`config.mk`:
```
export PLATFORM = sky130hd
export DESIGN_NAME = kpd_top
export DESIGN_NICKNAME = d
export VERILOG_FILES = /design/src/kpd_pkg.sv /design/src/kpd_evt_if.sv /design/src/kpd_fifo.sv /design/src/kpd_scan.sv /design/src/kpd_top.sv
export SDC_FILE = /design/constraint.sdc
export NUM_CORES = 1
export LEC_CHECK = 0
export BUFFER_PORTS_ARGS = -buffer_cell sky130_fd_sc_hd__clkbuf_2
export CAP_MARGIN = 20
export CORE_MARGIN = 1.5
export CORE_UTILIZATION = 35
export CTS_CLUSTER_DIAMETER = 40
export CTS_CLUSTER_SIZE = 10
export DETAILED_ROUTE_END_ITERATION = 10
export PLACE_DENSITY = 0.47
export SLEW_MARGIN = 40
export SYNTH_ARGS = -nofsm -noshare
export SYNTH_HDL_FRONTEND = slang
export SYNTH_SLANG_ARGS = --single-unit
```
`constraint.sdc`:
```
create_clock -name ref_clk_i -period 19.7 [get_ports ref_clk_i]
set_input_delay 0 -clock ref_clk_i [delete_from_list [all_inputs] [get_ports ref_clk_i]]
set_output_delay 0 -clock ref_clk_i [all_outputs]
set_load 0.05 [all_outputs]
```
`src/kpd_pkg.sv`:
```
// Constants shared by the keypad event, config and scan block.
// Assumes a 20 MHz core clock and a host on a two-wire serial bus.
package kpd_pkg;
  localparam int CLK_MHZ = 20;
  localparam int SCAN_PERIOD_US = 25000;
  localparam int SCAN_PERIOD_CYC = SCAN_PERIOD_US * CLK_MHZ;
  localparam int INT_GAP_US = 50;
  localparam int INT_GAP_CYC = INT_GAP_US * CLK_MHZ;
  localparam logic [10:0] INT_GAP_LOAD = 11'(INT_GAP_CYC);
  localparam logic [2:0] SETTLE_LAST = 3'h5;
  localparam int ROWS = 8;
  localparam int COLS = 10;
  localparam int KEYS = 80;
  localparam int FIFO_DEPTH = 10;
  localparam logic [7:0] REG_CFG = 8'h01;
  localparam logic [7:0] REG_INT_STAT = 8'h02;
  localparam logic [7:0] REG_EVT_CNT = 8'h03;
  localparam logic [7:0] REG_EVT = 8'h04;
  localparam logic [7:0] CFG_RST = 8'h00;
  localparam logic [7:0] STAT_MASK = 8'h1f;
  localparam int CFG_KE_IEN = 0;
  localparam int CFG_GPI_IEN = 1;
  localparam int CFG_LOCK_IRQ_EN = 2;
  localparam int CFG_WRAP_IRQ_EN = 3;
  localparam int CFG_INT_CFG = 4;
  localparam int CFG_WRAP_MODE = 5;
  localparam int CFG_LOCK_TRACK = 6;
  localparam int CFG_ADDR_STEP = 7;
  localparam int ST_KEY = 0;
  localparam int ST_GPI = 1;
  localparam int ST_LOCK = 2;
  localparam int ST_WRAP = 3;
  localparam int ST_SALUTE = 4;
  localparam int SALUTE_K0 = 0;
  localparam int SALUTE_K1 = 10;
  localparam int SALUTE_K2 = 20;
  localparam int EVT_PRESS_BIT = 7;
  // Bus address is arbitrary
  localparam logic [6:0] DEV_ADDR = 7'h2a;
endpackage

```
`src/kpd_evt_if.sv`:
```
// Key event stream from the scanner to the top.
// Assumes both ends share one clock.
`timescale 1ns/1ns
interface kpd_evt_if;
  logic valid;
  logic ready;
  logic [7:0] data;
  logic salute;
  modport src(output valid, output data, output salute, input ready);
  modport dst(input valid, input data, input salute, output ready);
endinterface

```
`src/kpd_fifo.sv`:
```
// Ten-entry event queue with drop or wrap on overflow.
// Assumes one push and one pop request per cycle at most.
`timescale 1ns/1ns
module kpd_fifo (
  input wire logic clk_i,
  input wire logic rst_n_i,
  input wire logic push_i,
  input wire logic [7:0] data_i,
  input wire logic wrap_i,
  input wire logic pop_i,
  output logic [7:0] data_o,
  output logic [3:0] count_o,
  output logic lost_o
);
  logic [7:0] mem_ff [kpd_pkg::FIFO_DEPTH];
  logic [3:0] head_ff, nxt_head, tail_ff, nxt_tail, cnt_ff, nxt_cnt;
  logic lost_ff, nxt_lost, wr_en, do_pop, full;

  function automatic logic [3:0] inc(input logic [3:0] p);
    inc = (p == 4'(kpd_pkg::FIFO_DEPTH - 1)) ? 4'h0 : p + 4'h1;
  endfunction

  always_comb begin
    full = (cnt_ff == 4'(kpd_pkg::FIFO_DEPTH));
    do_pop = pop_i && (cnt_ff != 4'h0);
    nxt_head = do_pop ? inc(head_ff) : head_ff;
    nxt_tail = tail_ff;
    nxt_cnt = cnt_ff;
    nxt_lost = 1'b0;
    wr_en = 1'b0;
    if (push_i) begin
      if (!full || do_pop) begin
        wr_en = 1'b1;
        nxt_tail = inc(tail_ff);
        nxt_cnt = do_pop ? cnt_ff : cnt_ff + 4'h1;
      end else if (wrap_i) begin
        // Oldest entry sits at tail when full
        wr_en = 1'b1;
        nxt_tail = inc(tail_ff);
        nxt_head = inc(head_ff);
        nxt_lost = 1'b1;
      end else begin
        nxt_lost = 1'b1;
      end
    end else if (do_pop) begin
      nxt_cnt = cnt_ff - 4'h1;
    end
  end

  always_ff @(posedge clk_i or negedge rst_n_i) begin
    if (!rst_n_i) begin
      head_ff <= 4'h0;
      tail_ff <= 4'h0;
      cnt_ff <= 4'h0;
      lost_ff <= 1'b0;
    end else begin
      head_ff <= nxt_head;
      tail_ff <= nxt_tail;
      cnt_ff <= nxt_cnt;
      lost_ff <= nxt_lost;
    end
  end

  always_ff @(posedge clk_i) begin
    if (wr_en) begin
      mem_ff[tail_ff] <= data_i;
    end
  end

  assign data_o = mem_ff[head_ff];
  assign count_o = cnt_ff;
  assign lost_o = lost_ff;
endmodule

```
`src/kpd_scan.sv`:
```
// Column sweep scanner with two-scan confirmation.
// Assumes row inputs are already synchronised to clk_i.
`timescale 1ns/1ns
module kpd_scan #(
  parameter int SCAN_PERIOD_CYC = kpd_pkg::SCAN_PERIOD_CYC
) (
  input wire logic clk_i,
  input wire logic rst_n_i,
  input wire logic [7:0] row_i,
  output logic [9:0] col_o,
  output logic [9:0] col_oe_n_o,
  kpd_evt_if.src ev
);
  typedef enum logic [2:0] {
    S_IDLE = 3'h0,
    S_SCAN = 3'h1,
    S_CMP = 3'h2,
    S_RPT = 3'h3,
    S_WAIT = 3'h4
  } kpd_scan_st_t;
  kpd_scan_st_t st_ff, nxt_st;
  logic [79:0] cur_ff, nxt_cur, prev_ff, nxt_prev;
  logic [79:0] rep_ff, nxt_rep, chg_ff, nxt_chg;
  logic [3:0] col_ff, nxt_col;
  logic [2:0] set_ff, nxt_set;
  logic [6:0] idx_ff, nxt_idx;
  logic [31:0] tmr_ff, nxt_tmr;
  logic [9:0] colv_ff, nxt_colv;
  logic sal_ff, nxt_sal, begin_scan;
  localparam logic [2:0] SETTLE_LAST_L = kpd_pkg::SETTLE_LAST;

  always_comb begin
    nxt_st = st_ff;
    nxt_cur = cur_ff;
    nxt_prev = prev_ff;
    nxt_rep = rep_ff;
    nxt_chg = chg_ff;
    nxt_col = col_ff;
    nxt_set = set_ff;
    nxt_idx = idx_ff;
    nxt_tmr = (tmr_ff != 32'h0) ? tmr_ff - 32'h1 : tmr_ff;
    nxt_colv = 10'h000;
    begin_scan = 1'b0;
    case (st_ff)
      S_IDLE: begin
        begin_scan = !(&row_i);
      end
      S_SCAN: begin
        nxt_colv = ~(10'h001 << col_ff);
        nxt_set = set_ff + 3'h1;
        if (set_ff == SETTLE_LAST_L) begin
          nxt_set = 3'h0;
          for (int r = 0; r < kpd_pkg::ROWS; r++) begin
            nxt_cur[r * kpd_pkg::COLS + int'(col_ff)] = ~row_i[r];
          end
          if (col_ff == 4'(kpd_pkg::COLS - 1)) begin
            // Last column keeps its full dwell; compare state idles it
            nxt_st = S_CMP;
          end else begin
            nxt_col = col_ff + 4'h1;
          end
        end
      end
      S_CMP: begin
        // A key changes only when this scan agrees with the last
        nxt_chg = ~(cur_ff ^ prev_ff) & (cur_ff ^ rep_ff);
        nxt_prev = cur_ff;
        nxt_idx = 7'h00;
        nxt_st = S_RPT;
      end
      S_RPT: begin
        if (!chg_ff[idx_ff] || ev.ready) begin
          if (chg_ff[idx_ff]) begin
            nxt_rep[idx_ff] = ~rep_ff[idx_ff];
          end
          if (idx_ff == 7'(kpd_pkg::KEYS - 1)) begin
            nxt_st = S_WAIT;
          end else begin
            nxt_idx = idx_ff + 7'h01;
          end
        end
      end
      S_WAIT: begin
        if (tmr_ff == 32'h0) begin
          begin_scan = (|rep_ff) || (|prev_ff) || !(&row_i);
          nxt_st = S_IDLE;
        end
      end
      default: nxt_st = S_IDLE;
    endcase
    if (begin_scan) begin
      nxt_st = S_SCAN;
      nxt_col = 4'h0;
      nxt_set = 3'h0;
      nxt_tmr = 32'(SCAN_PERIOD_CYC - 1);
    end
    nxt_sal = nxt_rep[kpd_pkg::SALUTE_K0] & nxt_rep[kpd_pkg::SALUTE_K1]
      & nxt_rep[kpd_pkg::SALUTE_K2]
      & ~(rep_ff[kpd_pkg::SALUTE_K0] & rep_ff[kpd_pkg::SALUTE_K1]
      & rep_ff[kpd_pkg::SALUTE_K2]);
  end

  always_ff @(posedge clk_i or negedge rst_n_i) begin
    if (!rst_n_i) begin
      st_ff <= S_IDLE;
      cur_ff <= '0;
      prev_ff <= '0;
      rep_ff <= '0;
      chg_ff <= '0;
      col_ff <= 4'h0;
      set_ff <= 3'h0;
      idx_ff <= 7'h00;
      tmr_ff <= 32'h0;
      colv_ff <= 10'h000;
      sal_ff <= 1'b0;
    end else begin
      st_ff <= nxt_st;
      cur_ff <= nxt_cur;
      prev_ff <= nxt_prev;
      rep_ff <= nxt_rep;
      chg_ff <= nxt_chg;
      col_ff <= nxt_col;
      set_ff <= nxt_set;
      idx_ff <= nxt_idx;
      tmr_ff <= nxt_tmr;
      colv_ff <= nxt_colv;
      sal_ff <= nxt_sal;
    end
  end

  assign ev.valid = (st_ff == S_RPT) && chg_ff[idx_ff];
  assign ev.data = {~rep_ff[idx_ff], idx_ff + 7'h01};
  assign ev.salute = sal_ff;
  assign col_o = colv_ff;
  assign col_oe_n_o = 10'h000;
endmodule

```
`src/kpd_top.sv`:
```
// Keypad block top: serial register slave, config, status, interrupt.
// Assumes gpi and lock inputs come from logic on ref_clk_i; the
// serial bus and rows are pins and are synchronised here.
`timescale 1ns/1ns
module kpd_top #(
  parameter int SCAN_PERIOD_CYC = kpd_pkg::SCAN_PERIOD_CYC
) (
  input wire logic ref_clk_i,
  input wire logic resetn_i,
  input wire logic scl_i,
  input wire logic sda_i,
  output logic sda_o,
  output logic sda_oe_n_o,
  input wire logic [7:0] row_i,
  output logic row_pu_en_o,
  output logic [9:0] col_o,
  output logic [9:0] col_oe_n_o,
  input wire logic lock_state_i,
  input wire logic lock_start_i,
  input wire logic gpi_event_i,
  input wire logic [7:0] gpi_data_i,
  output logic int_o,
  output logic int_oe_n_o
);
  typedef enum logic [2:0] {
    I_IDLE = 3'h0,
    I_ADDR = 3'h1,
    I_ACKA = 3'h2,
    I_WR = 3'h3,
    I_ACKW = 3'h4,
    I_RD = 3'h5,
    I_ACKR = 3'h6
  } kpd_bus_st_t;

  logic [1:0] rst_sync_ff;
  logic rst_n;
  logic [7:0] row_s1_ff;
  logic [7:0] row_s2_ff;
  logic [2:0] scl_sync_ff;
  logic [2:0] sda_sync_ff;
  logic scl_s, scl_d, sda_s, sda_d;
  logic bus_start, bus_stop, scl_rise, scl_fall;

  kpd_bus_st_t ist_ff, nxt_ist;
  logic [7:0] sr_ff, nxt_sr;
  logic [7:0] tx_ff, nxt_tx;
  logic [7:0] ptr_ff, nxt_ptr;
  logic [3:0] cnt_ff, nxt_cnt;
  logic drv_ff, nxt_drv;
  logic first_ff, nxt_first;
  logic rw_ff, nxt_rw;
  logic reg_wr, reg_rd;
  logic [7:0] step;
  logic [7:0] rd_data;

  logic [7:0] cfg_ff, nxt_cfg;
  logic [7:0] stat_ff, nxt_stat;
  logic [10:0] gap_ff, nxt_gap;
  logic int_oe_n_ff, nxt_int_oe_n;
  logic [7:0] clr, set, keep;
  logic pend;

  logic gpi_rec, push, pop, fifo_lost;
  logic [7:0] push_data, fifo_data;
  logic [3:0] fifo_cnt;
  logic pu_ff;

  kpd_evt_if ev ();

  // Reset: asserts at once, releases after two edges
  always_ff @(posedge ref_clk_i or negedge resetn_i) begin
    if (!resetn_i) begin
      rst_sync_ff <= 2'h0;
    end else begin
      rst_sync_ff <= {rst_sync_ff[0], 1'b1};
    end
  end
  assign rst_n = rst_sync_ff[1];

  // Pin synchronisers; stage 0 is read only by stage 1
  always_ff @(posedge ref_clk_i or negedge rst_n) begin
    if (!rst_n) begin
      row_s1_ff <= 8'hff;
      row_s2_ff <= 8'hff;
      scl_sync_ff <= 3'h7;
      sda_sync_ff <= 3'h7;
      pu_ff <= 1'b0;
    end else begin
      row_s1_ff <= row_i;
      row_s2_ff <= row_s1_ff;
      scl_sync_ff <= {scl_sync_ff[1:0], scl_i};
      sda_sync_ff <= {sda_sync_ff[1:0], sda_i};
      pu_ff <= 1'b1;
    end
  end

  assign scl_s = scl_sync_ff[1];
  assign scl_d = scl_sync_ff[2];
  assign sda_s = sda_sync_ff[1];
  assign sda_d = sda_sync_ff[2];
  assign bus_start = scl_s && scl_d && sda_d && !sda_s;
  assign bus_stop = scl_s && scl_d && !sda_d && sda_s;
  assign scl_rise = scl_s && !scl_d;
  assign scl_fall = !scl_s && scl_d;
  assign step = cfg_ff[kpd_pkg::CFG_ADDR_STEP] ? 8'h01 : 8'h00;

  // Read data follows the pointer; reserved status bits read zero
  always_comb begin
    case (ptr_ff)
      kpd_pkg::REG_CFG: rd_data = cfg_ff;
      kpd_pkg::REG_INT_STAT: rd_data = stat_ff & kpd_pkg::STAT_MASK;
      kpd_pkg::REG_EVT_CNT: rd_data = {4'h0, fifo_cnt};
      kpd_pkg::REG_EVT: rd_data = (fifo_cnt != 4'h0) ? fifo_data : 8'h00;
      default: rd_data = 8'h00;
    endcase
  end

  // Serial slave: sample on scl rise, change sda on scl fall
  always_comb begin
    nxt_ist = ist_ff;
    nxt_sr = sr_ff;
    nxt_tx = tx_ff;
    nxt_ptr = ptr_ff;
    nxt_cnt = cnt_ff;
    nxt_drv = drv_ff;
    nxt_first = first_ff;
    nxt_rw = rw_ff;
    reg_wr = 1'b0;
    reg_rd = 1'b0;
    if (bus_stop) begin
      nxt_ist = I_IDLE;
      nxt_drv = 1'b0;
    end else if (bus_start) begin
      nxt_ist = I_ADDR;
      nxt_cnt = 4'h0;
      nxt_drv = 1'b0;
    end else begin
      case (ist_ff)
        I_ADDR, I_WR: begin
          if (scl_rise) begin
            nxt_sr = {sr_ff[6:0], sda_s};
            nxt_cnt = cnt_ff + 4'h1;
          end else if (scl_fall && cnt_ff == 4'h8) begin
            nxt_cnt = 4'h0;
            if (ist_ff == I_ADDR) begin
              if (sr_ff[7:1] == kpd_pkg::DEV_ADDR) begin
                nxt_drv = 1'b1;
                nxt_rw = sr_ff[0];
                nxt_first = 1'b1;
                nxt_ist = I_ACKA;
              end else begin
                nxt_ist = I_IDLE;
              end
            end else begin
              nxt_drv = 1'b1;
              nxt_first = 1'b0;
              nxt_ist = I_ACKW;
              if (first_ff) begin
                nxt_ptr = sr_ff;
              end else begin
                reg_wr = 1'b1;
                nxt_ptr = ptr_ff + step;
              end
            end
          end
        end
        I_ACKA, I_ACKW: begin
          if (scl_fall) begin
            if (ist_ff == I_ACKA && rw_ff) begin
              reg_rd = 1'b1;
              nxt_tx = rd_data;
              nxt_drv = ~rd_data[7];
              nxt_ptr = ptr_ff + step;
              nxt_ist = I_RD;
            end else begin
              nxt_drv = 1'b0;
              nxt_ist = I_WR;
            end
          end
        end
        I_RD: begin
          if (scl_fall) begin
            nxt_cnt = cnt_ff + 4'h1;
            if (cnt_ff == 4'h7) begin
              nxt_drv = 1'b0;
              nxt_ist = I_ACKR;
            end else begin
              nxt_tx = {tx_ff[6:0], 1'b0};
              nxt_drv = ~tx_ff[6];
            end
          end
        end
        I_ACKR: begin
          // A nack ends the read; the pop already happened
          if (scl_rise && sda_s) begin
            nxt_ist = I_IDLE;
          end else if (scl_fall) begin
            reg_rd = 1'b1;
            nxt_tx = rd_data;
            nxt_drv = ~rd_data[7];
            nxt_ptr = ptr_ff + step;
            nxt_cnt = 4'h0;
            nxt_ist = I_RD;
          end
        end
        default: nxt_ist = I_IDLE;
      endcase
    end
  end

  always_ff @(posedge ref_clk_i or negedge rst_n) begin
    if (!rst_n) begin
      ist_ff <= I_IDLE;
      sr_ff <= 8'h00;
      tx_ff <= 8'h00;
      ptr_ff <= 8'h00;
      cnt_ff <= 4'h0;
      drv_ff <= 1'b0;
      first_ff <= 1'b0;
      rw_ff <= 1'b0;
    end else begin
      ist_ff <= nxt_ist;
      sr_ff <= nxt_sr;
      tx_ff <= nxt_tx;
      ptr_ff <= nxt_ptr;
      cnt_ff <= nxt_cnt;
      drv_ff <= nxt_drv;
      first_ff <= nxt_first;
      rw_ff <= nxt_rw;
    end
  end

  // Input events win the queue port; the scanner simply waits
  assign gpi_rec = gpi_event_i &&
    !(lock_state_i && cfg_ff[kpd_pkg::CFG_LOCK_TRACK]);
  assign ev.ready = !gpi_rec;
  assign push = gpi_rec || ev.valid;
  assign push_data = gpi_rec ? gpi_data_i : ev.data;
  assign pop = reg_rd && (ptr_ff == kpd_pkg::REG_EVT);

  kpd_fifo u_fifo (
    .clk_i(ref_clk_i),
    .rst_n_i(rst_n),
    .push_i(push),
    .data_i(push_data),
    .wrap_i(cfg_ff[kpd_pkg::CFG_WRAP_MODE]),
    .pop_i(pop),
    .data_o(fifo_data),
    .count_o(fifo_cnt),
    .lost_o(fifo_lost)
  );

  kpd_scan #(
    .SCAN_PERIOD_CYC(SCAN_PERIOD_CYC)
  ) u_scan (
    .clk_i(ref_clk_i),
    .rst_n_i(rst_n),
    .row_i(row_s2_ff),
    .col_o(col_o),
    .col_oe_n_o(col_oe_n_o),
    .ev(ev)
  );

  // Config, sticky status and the interrupt pin
  always_comb begin
    nxt_cfg = cfg_ff;
    if (reg_wr && ptr_ff == kpd_pkg::REG_CFG) begin
      nxt_cfg = sr_ff;
    end
    clr = 8'h00;
    if (reg_wr && ptr_ff == kpd_pkg::REG_INT_STAT) begin
      clr = sr_ff & kpd_pkg::STAT_MASK;
    end
    set = 8'h00;
    set[kpd_pkg::ST_KEY] = ev.valid && !gpi_rec
      && cfg_ff[kpd_pkg::CFG_KE_IEN];
    set[kpd_pkg::ST_GPI] = gpi_rec && cfg_ff[kpd_pkg::CFG_GPI_IEN];
    set[kpd_pkg::ST_LOCK] = lock_start_i
      && cfg_ff[kpd_pkg::CFG_LOCK_IRQ_EN];
    // Loss without wrap mode stays silent
    set[kpd_pkg::ST_WRAP] = fifo_lost && cfg_ff[kpd_pkg::CFG_WRAP_IRQ_EN]
      && cfg_ff[kpd_pkg::CFG_WRAP_MODE];
    set[kpd_pkg::ST_SALUTE] = ev.salute;
    // Unread events keep key and input status from clearing
    pend = (fifo_cnt != 4'h0);
    keep = 8'h00;
    keep[kpd_pkg::ST_KEY] = pend && stat_ff[kpd_pkg::ST_KEY];
    keep[kpd_pkg::ST_GPI] = pend && stat_ff[kpd_pkg::ST_GPI];
    nxt_stat = (stat_ff & ~clr) | set | (clr & keep);
    nxt_gap = (gap_ff != 11'h000) ? gap_ff - 11'h001 : gap_ff;
    if ((|(clr & keep)) && cfg_ff[kpd_pkg::CFG_INT_CFG]) begin
      nxt_gap = kpd_pkg::INT_GAP_LOAD;
    end
    nxt_int_oe_n = !((|nxt_stat) && (nxt_gap == 11'h000));
  end

  always_ff @(posedge ref_clk_i or negedge rst_n) begin
    if (!rst_n) begin
      cfg_ff <= kpd_pkg::CFG_RST;
      stat_ff <= 8'h00;
      gap_ff <= 11'h000;
      int_oe_n_ff <= 1'b1;
    end else begin
      cfg_ff <= nxt_cfg;
      stat_ff <= nxt_stat;
      gap_ff <= nxt_gap;
      int_oe_n_ff <= nxt_int_oe_n;
    end
  end

  assign sda_o = 1'b0;
  assign sda_oe_n_o = !drv_ff;
  assign int_o = 1'b0;
  assign int_oe_n_o = int_oe_n_ff;
  assign row_pu_en_o = pu_ff;
endmodule
```
==> qor.yml <==
firstDrtPassIters: 6
cts_resized: 0
yosysMostFrequentCell: "dfrtp_1"
port_buffers: 35
post-route-period-util: 0.237
ys_warn_count: 0
top_layer: "met4"
post_cts_buffers: 0
grt_pass1_wl_um: 156000
ant_nets: 0
dpl.hpwl_um: 71200
synth_common_cells: "453 x dfrtp_1, 437 x nor2_1, 394 x nand2_1"
syn-instance-count: 3269
fmax_mhz: 214
h-tree-depth: 3
cts_num_sinks: 556
synth.cell_area_um2: 30200
whs_ps: 45.9
critPathKind: "register to register"
fp.dieH_um: 297
synth_edf_count: 80
cp_max_fo: 46
ys.flop_type: "dfrtp_1"
hold_viol: 0
track_usage: 0.229
ys_ff_latch: 556
total_power_uw: 5000
setup_viol: 0
areaGrowthSynthToFinish_pct: 18.4
grt_max_degree: 98
fin_nets: 3338
layout-drive-gt1-share: 0.163
cts_tree: "done"
power_density_nw_per_um2: 140
synth-async-reset-ratio: 0.856
seq_area_frac_synth: 0.474
end_kind: "register"
yosys.area.top_type: "dfrtp_1"
rsz0062_at_grt: "no"
crit_required_ps: 20190
routed_wl_um: 103000
leakagePower_uw: 0.0144
grt_pass1_vias: 24827
min_period_ps: 4670
status: "complete, no violations"
met3_length_um: 6050
crit_arrival_ps: 5160
worst_clock_skew_ps: 51.6
place_inst: 4282
path_clk_slew_ps: 50
relSlewSlack: 0.384
min_path_type: "primary input to register"
worstSkewPairLatency_ps: 690
setup-tns-final_ps: 0
vias: 25746
vdd_ir_drop_max_uv: 164
final_core_util: 0.419
numCtsBuffers: 111
netlist_top_cells_area: "dfrtp_1 38%, edfxtp_1 7.9%, mux2_2 5.9%, nor2_1 5.4%, nand2_1 4.9%"
cap_viol_max_count: 0
wl_met2_um: 44100
rows: 107
avgSynthCellArea_um2: 9.25
overflow: 0
slew_viol_final: 0
antenna_found_initial: 0
drcViolationCount: 0
root_buffer: "clkbuf_16"
drt-initial-drc-count: 2069
ys_types: 84
io_pins: 48
via_per_inst: 5.69
initial_core_util: 0.354
die_x_um: 297
gp_congestion: 0.905
critPathLaunchType: "register"
core_um2: 85400
cts-root-to-sink-buffers: 3
wl_per_cell_um: 22.7
drt-met1-wl_um: 47700
fin_cells: 4524
tightest_slew_ps: 925
die_area_um2: 88100
yosys.area.top_type_share: 0.375
report_power, final:
group / leakage (uW) / total [uW] / internal (uW) / switching (uW)
Combinational: 0.00564 / 1340 / 458 / 878
Sequential: 0.00683 / 1710 / 1410 / 294
Clock: 0.00189 / 1950 / 1250 / 703
cell type report:
class	count	area (um2)
fillers	8417	49600
multi-input cells	2465	15000
flip-flops and latches	556	14400
clock buffers	131	2960
well taps	1144	1430
clock inverters	79	1010
repair buffers	111	898
inverters	37	139
diodes	1	2.50
layout by cell type, fill, tap and decap left out, drive strengths merged, types with 31 or more instances in the layout:
master	n
clkbuf	166
dfrtp	453
mux2	158
mux2i	71
edfxtp	80
dlygate4sd3	31
nor2b	40
nand2	397
buf	45
clkinv	36
o21ai	248
nand3	117
xnor2	35
a31oi	89
ha	32
mux4	31
inv	52
o31ai	91
nand4	36
o211ai	34
nor4	59
nor2	437
nor3	38
a21oi	282
state kept, by name (all words and copies together), names as in the netlist, 4 cells and up:
| signal | cells |
|---|---|
| cnt_ff | 4 |
| sr_ff | 8 |
| u_fifo.count_o | 4 |
| row_s1_ff | 8 |
| stat_ff | 5 |
| u_scan.rep_ff | 80 |
| ptr_ff | 8 |
| row_s2_ff | 8 |
| u_fifo.mem_ff | 80 |
| u_scan.col_ff | 4 |
| cfg_ff | 8 |
| u_scan.idx_ff | 7 |
| u_scan.tmr_ff | 32 |
| u_scan.prev_ff | 80 |
| tx_ff | 7 |
| u_fifo.tail_ff | 4 |
| u_scan.chg_ff | 80 |
| gap_ff | 11 |
| u_scan.cur_ff | 80 |
| u_scan.col_o | 10 |
| u_fifo.head_ff | 4 |
cells by family after synthesis:
kind of cell | Yosys count | share of synthesized area
AOI/OAI and AO/OA | 867 | 0.171
xor gates and xnor gates | 44 | 0.0127
adders and majority gates | 33 | 0.0139
buffers and inverters | 260 | 0.0360
DFF | 556 | 0.474
muxes | 260 | 0.105
other | 2 | 0.000248
and+or+nand+nor | 1247 | 0.186
stage by stage:
stage / setup slack (ps) / cell area [um2]
3_5_place_dp: 15040 / 31500
5_1_grt: 14810 / 35800
6_report: 15030 / 35800
4_1_cts: 15010 / 35800
2_1_floorplan: 5490 / 30300
3_3_place_gp: 14940 / 31300
routing by layer:
metal	up-vias	track usage
met5	-	0
met4	0	0.108
met3	228	0.0278
met2	886	0.340
met1	12695	0.331
li1	11937	-
path summary, 6_finish.rpt:
kind | startpoint | endpoint | slack [ps] | cells after the start
max reg2reg | u_scan.idx_ff[0] | u_scan.rep_ff[35] | 15030 | 9
max in group asynchronous | rst_sync_ff[1] | u_scan.chg_ff[79] | 17430 | 3
max | u_scan.idx_ff[0] | u_scan.rep_ff[35] | 15030 | 9
min | lock_state_i | stat_ff[1] | 50 | 4
min in group asynchronous | resetn_i | rst_sync_ff[1] | 170 | 3
min reg2reg | rst_sync_ff[1] | u_scan.cur_ff[40] | 250 | 0
critical path, cell delays in order (launching register included):
cell and delay, ps:
dfrtp_4 650, buf_4 590, mux2i_1 160, mux4_2 490, nor3b_1 240, o31ai_2 220
a311oi_4 780, nand3_1 740, o21ai_0 450, o31ai_1 150
timing repair:
action | 4_1_cts | 5_1_grt
hold buffers | 31 | 0
endpoints found under the hold margin | 93 | 0
endpoints found under the setup margin | 0 | 0
(Power assumes the default switching activity.)
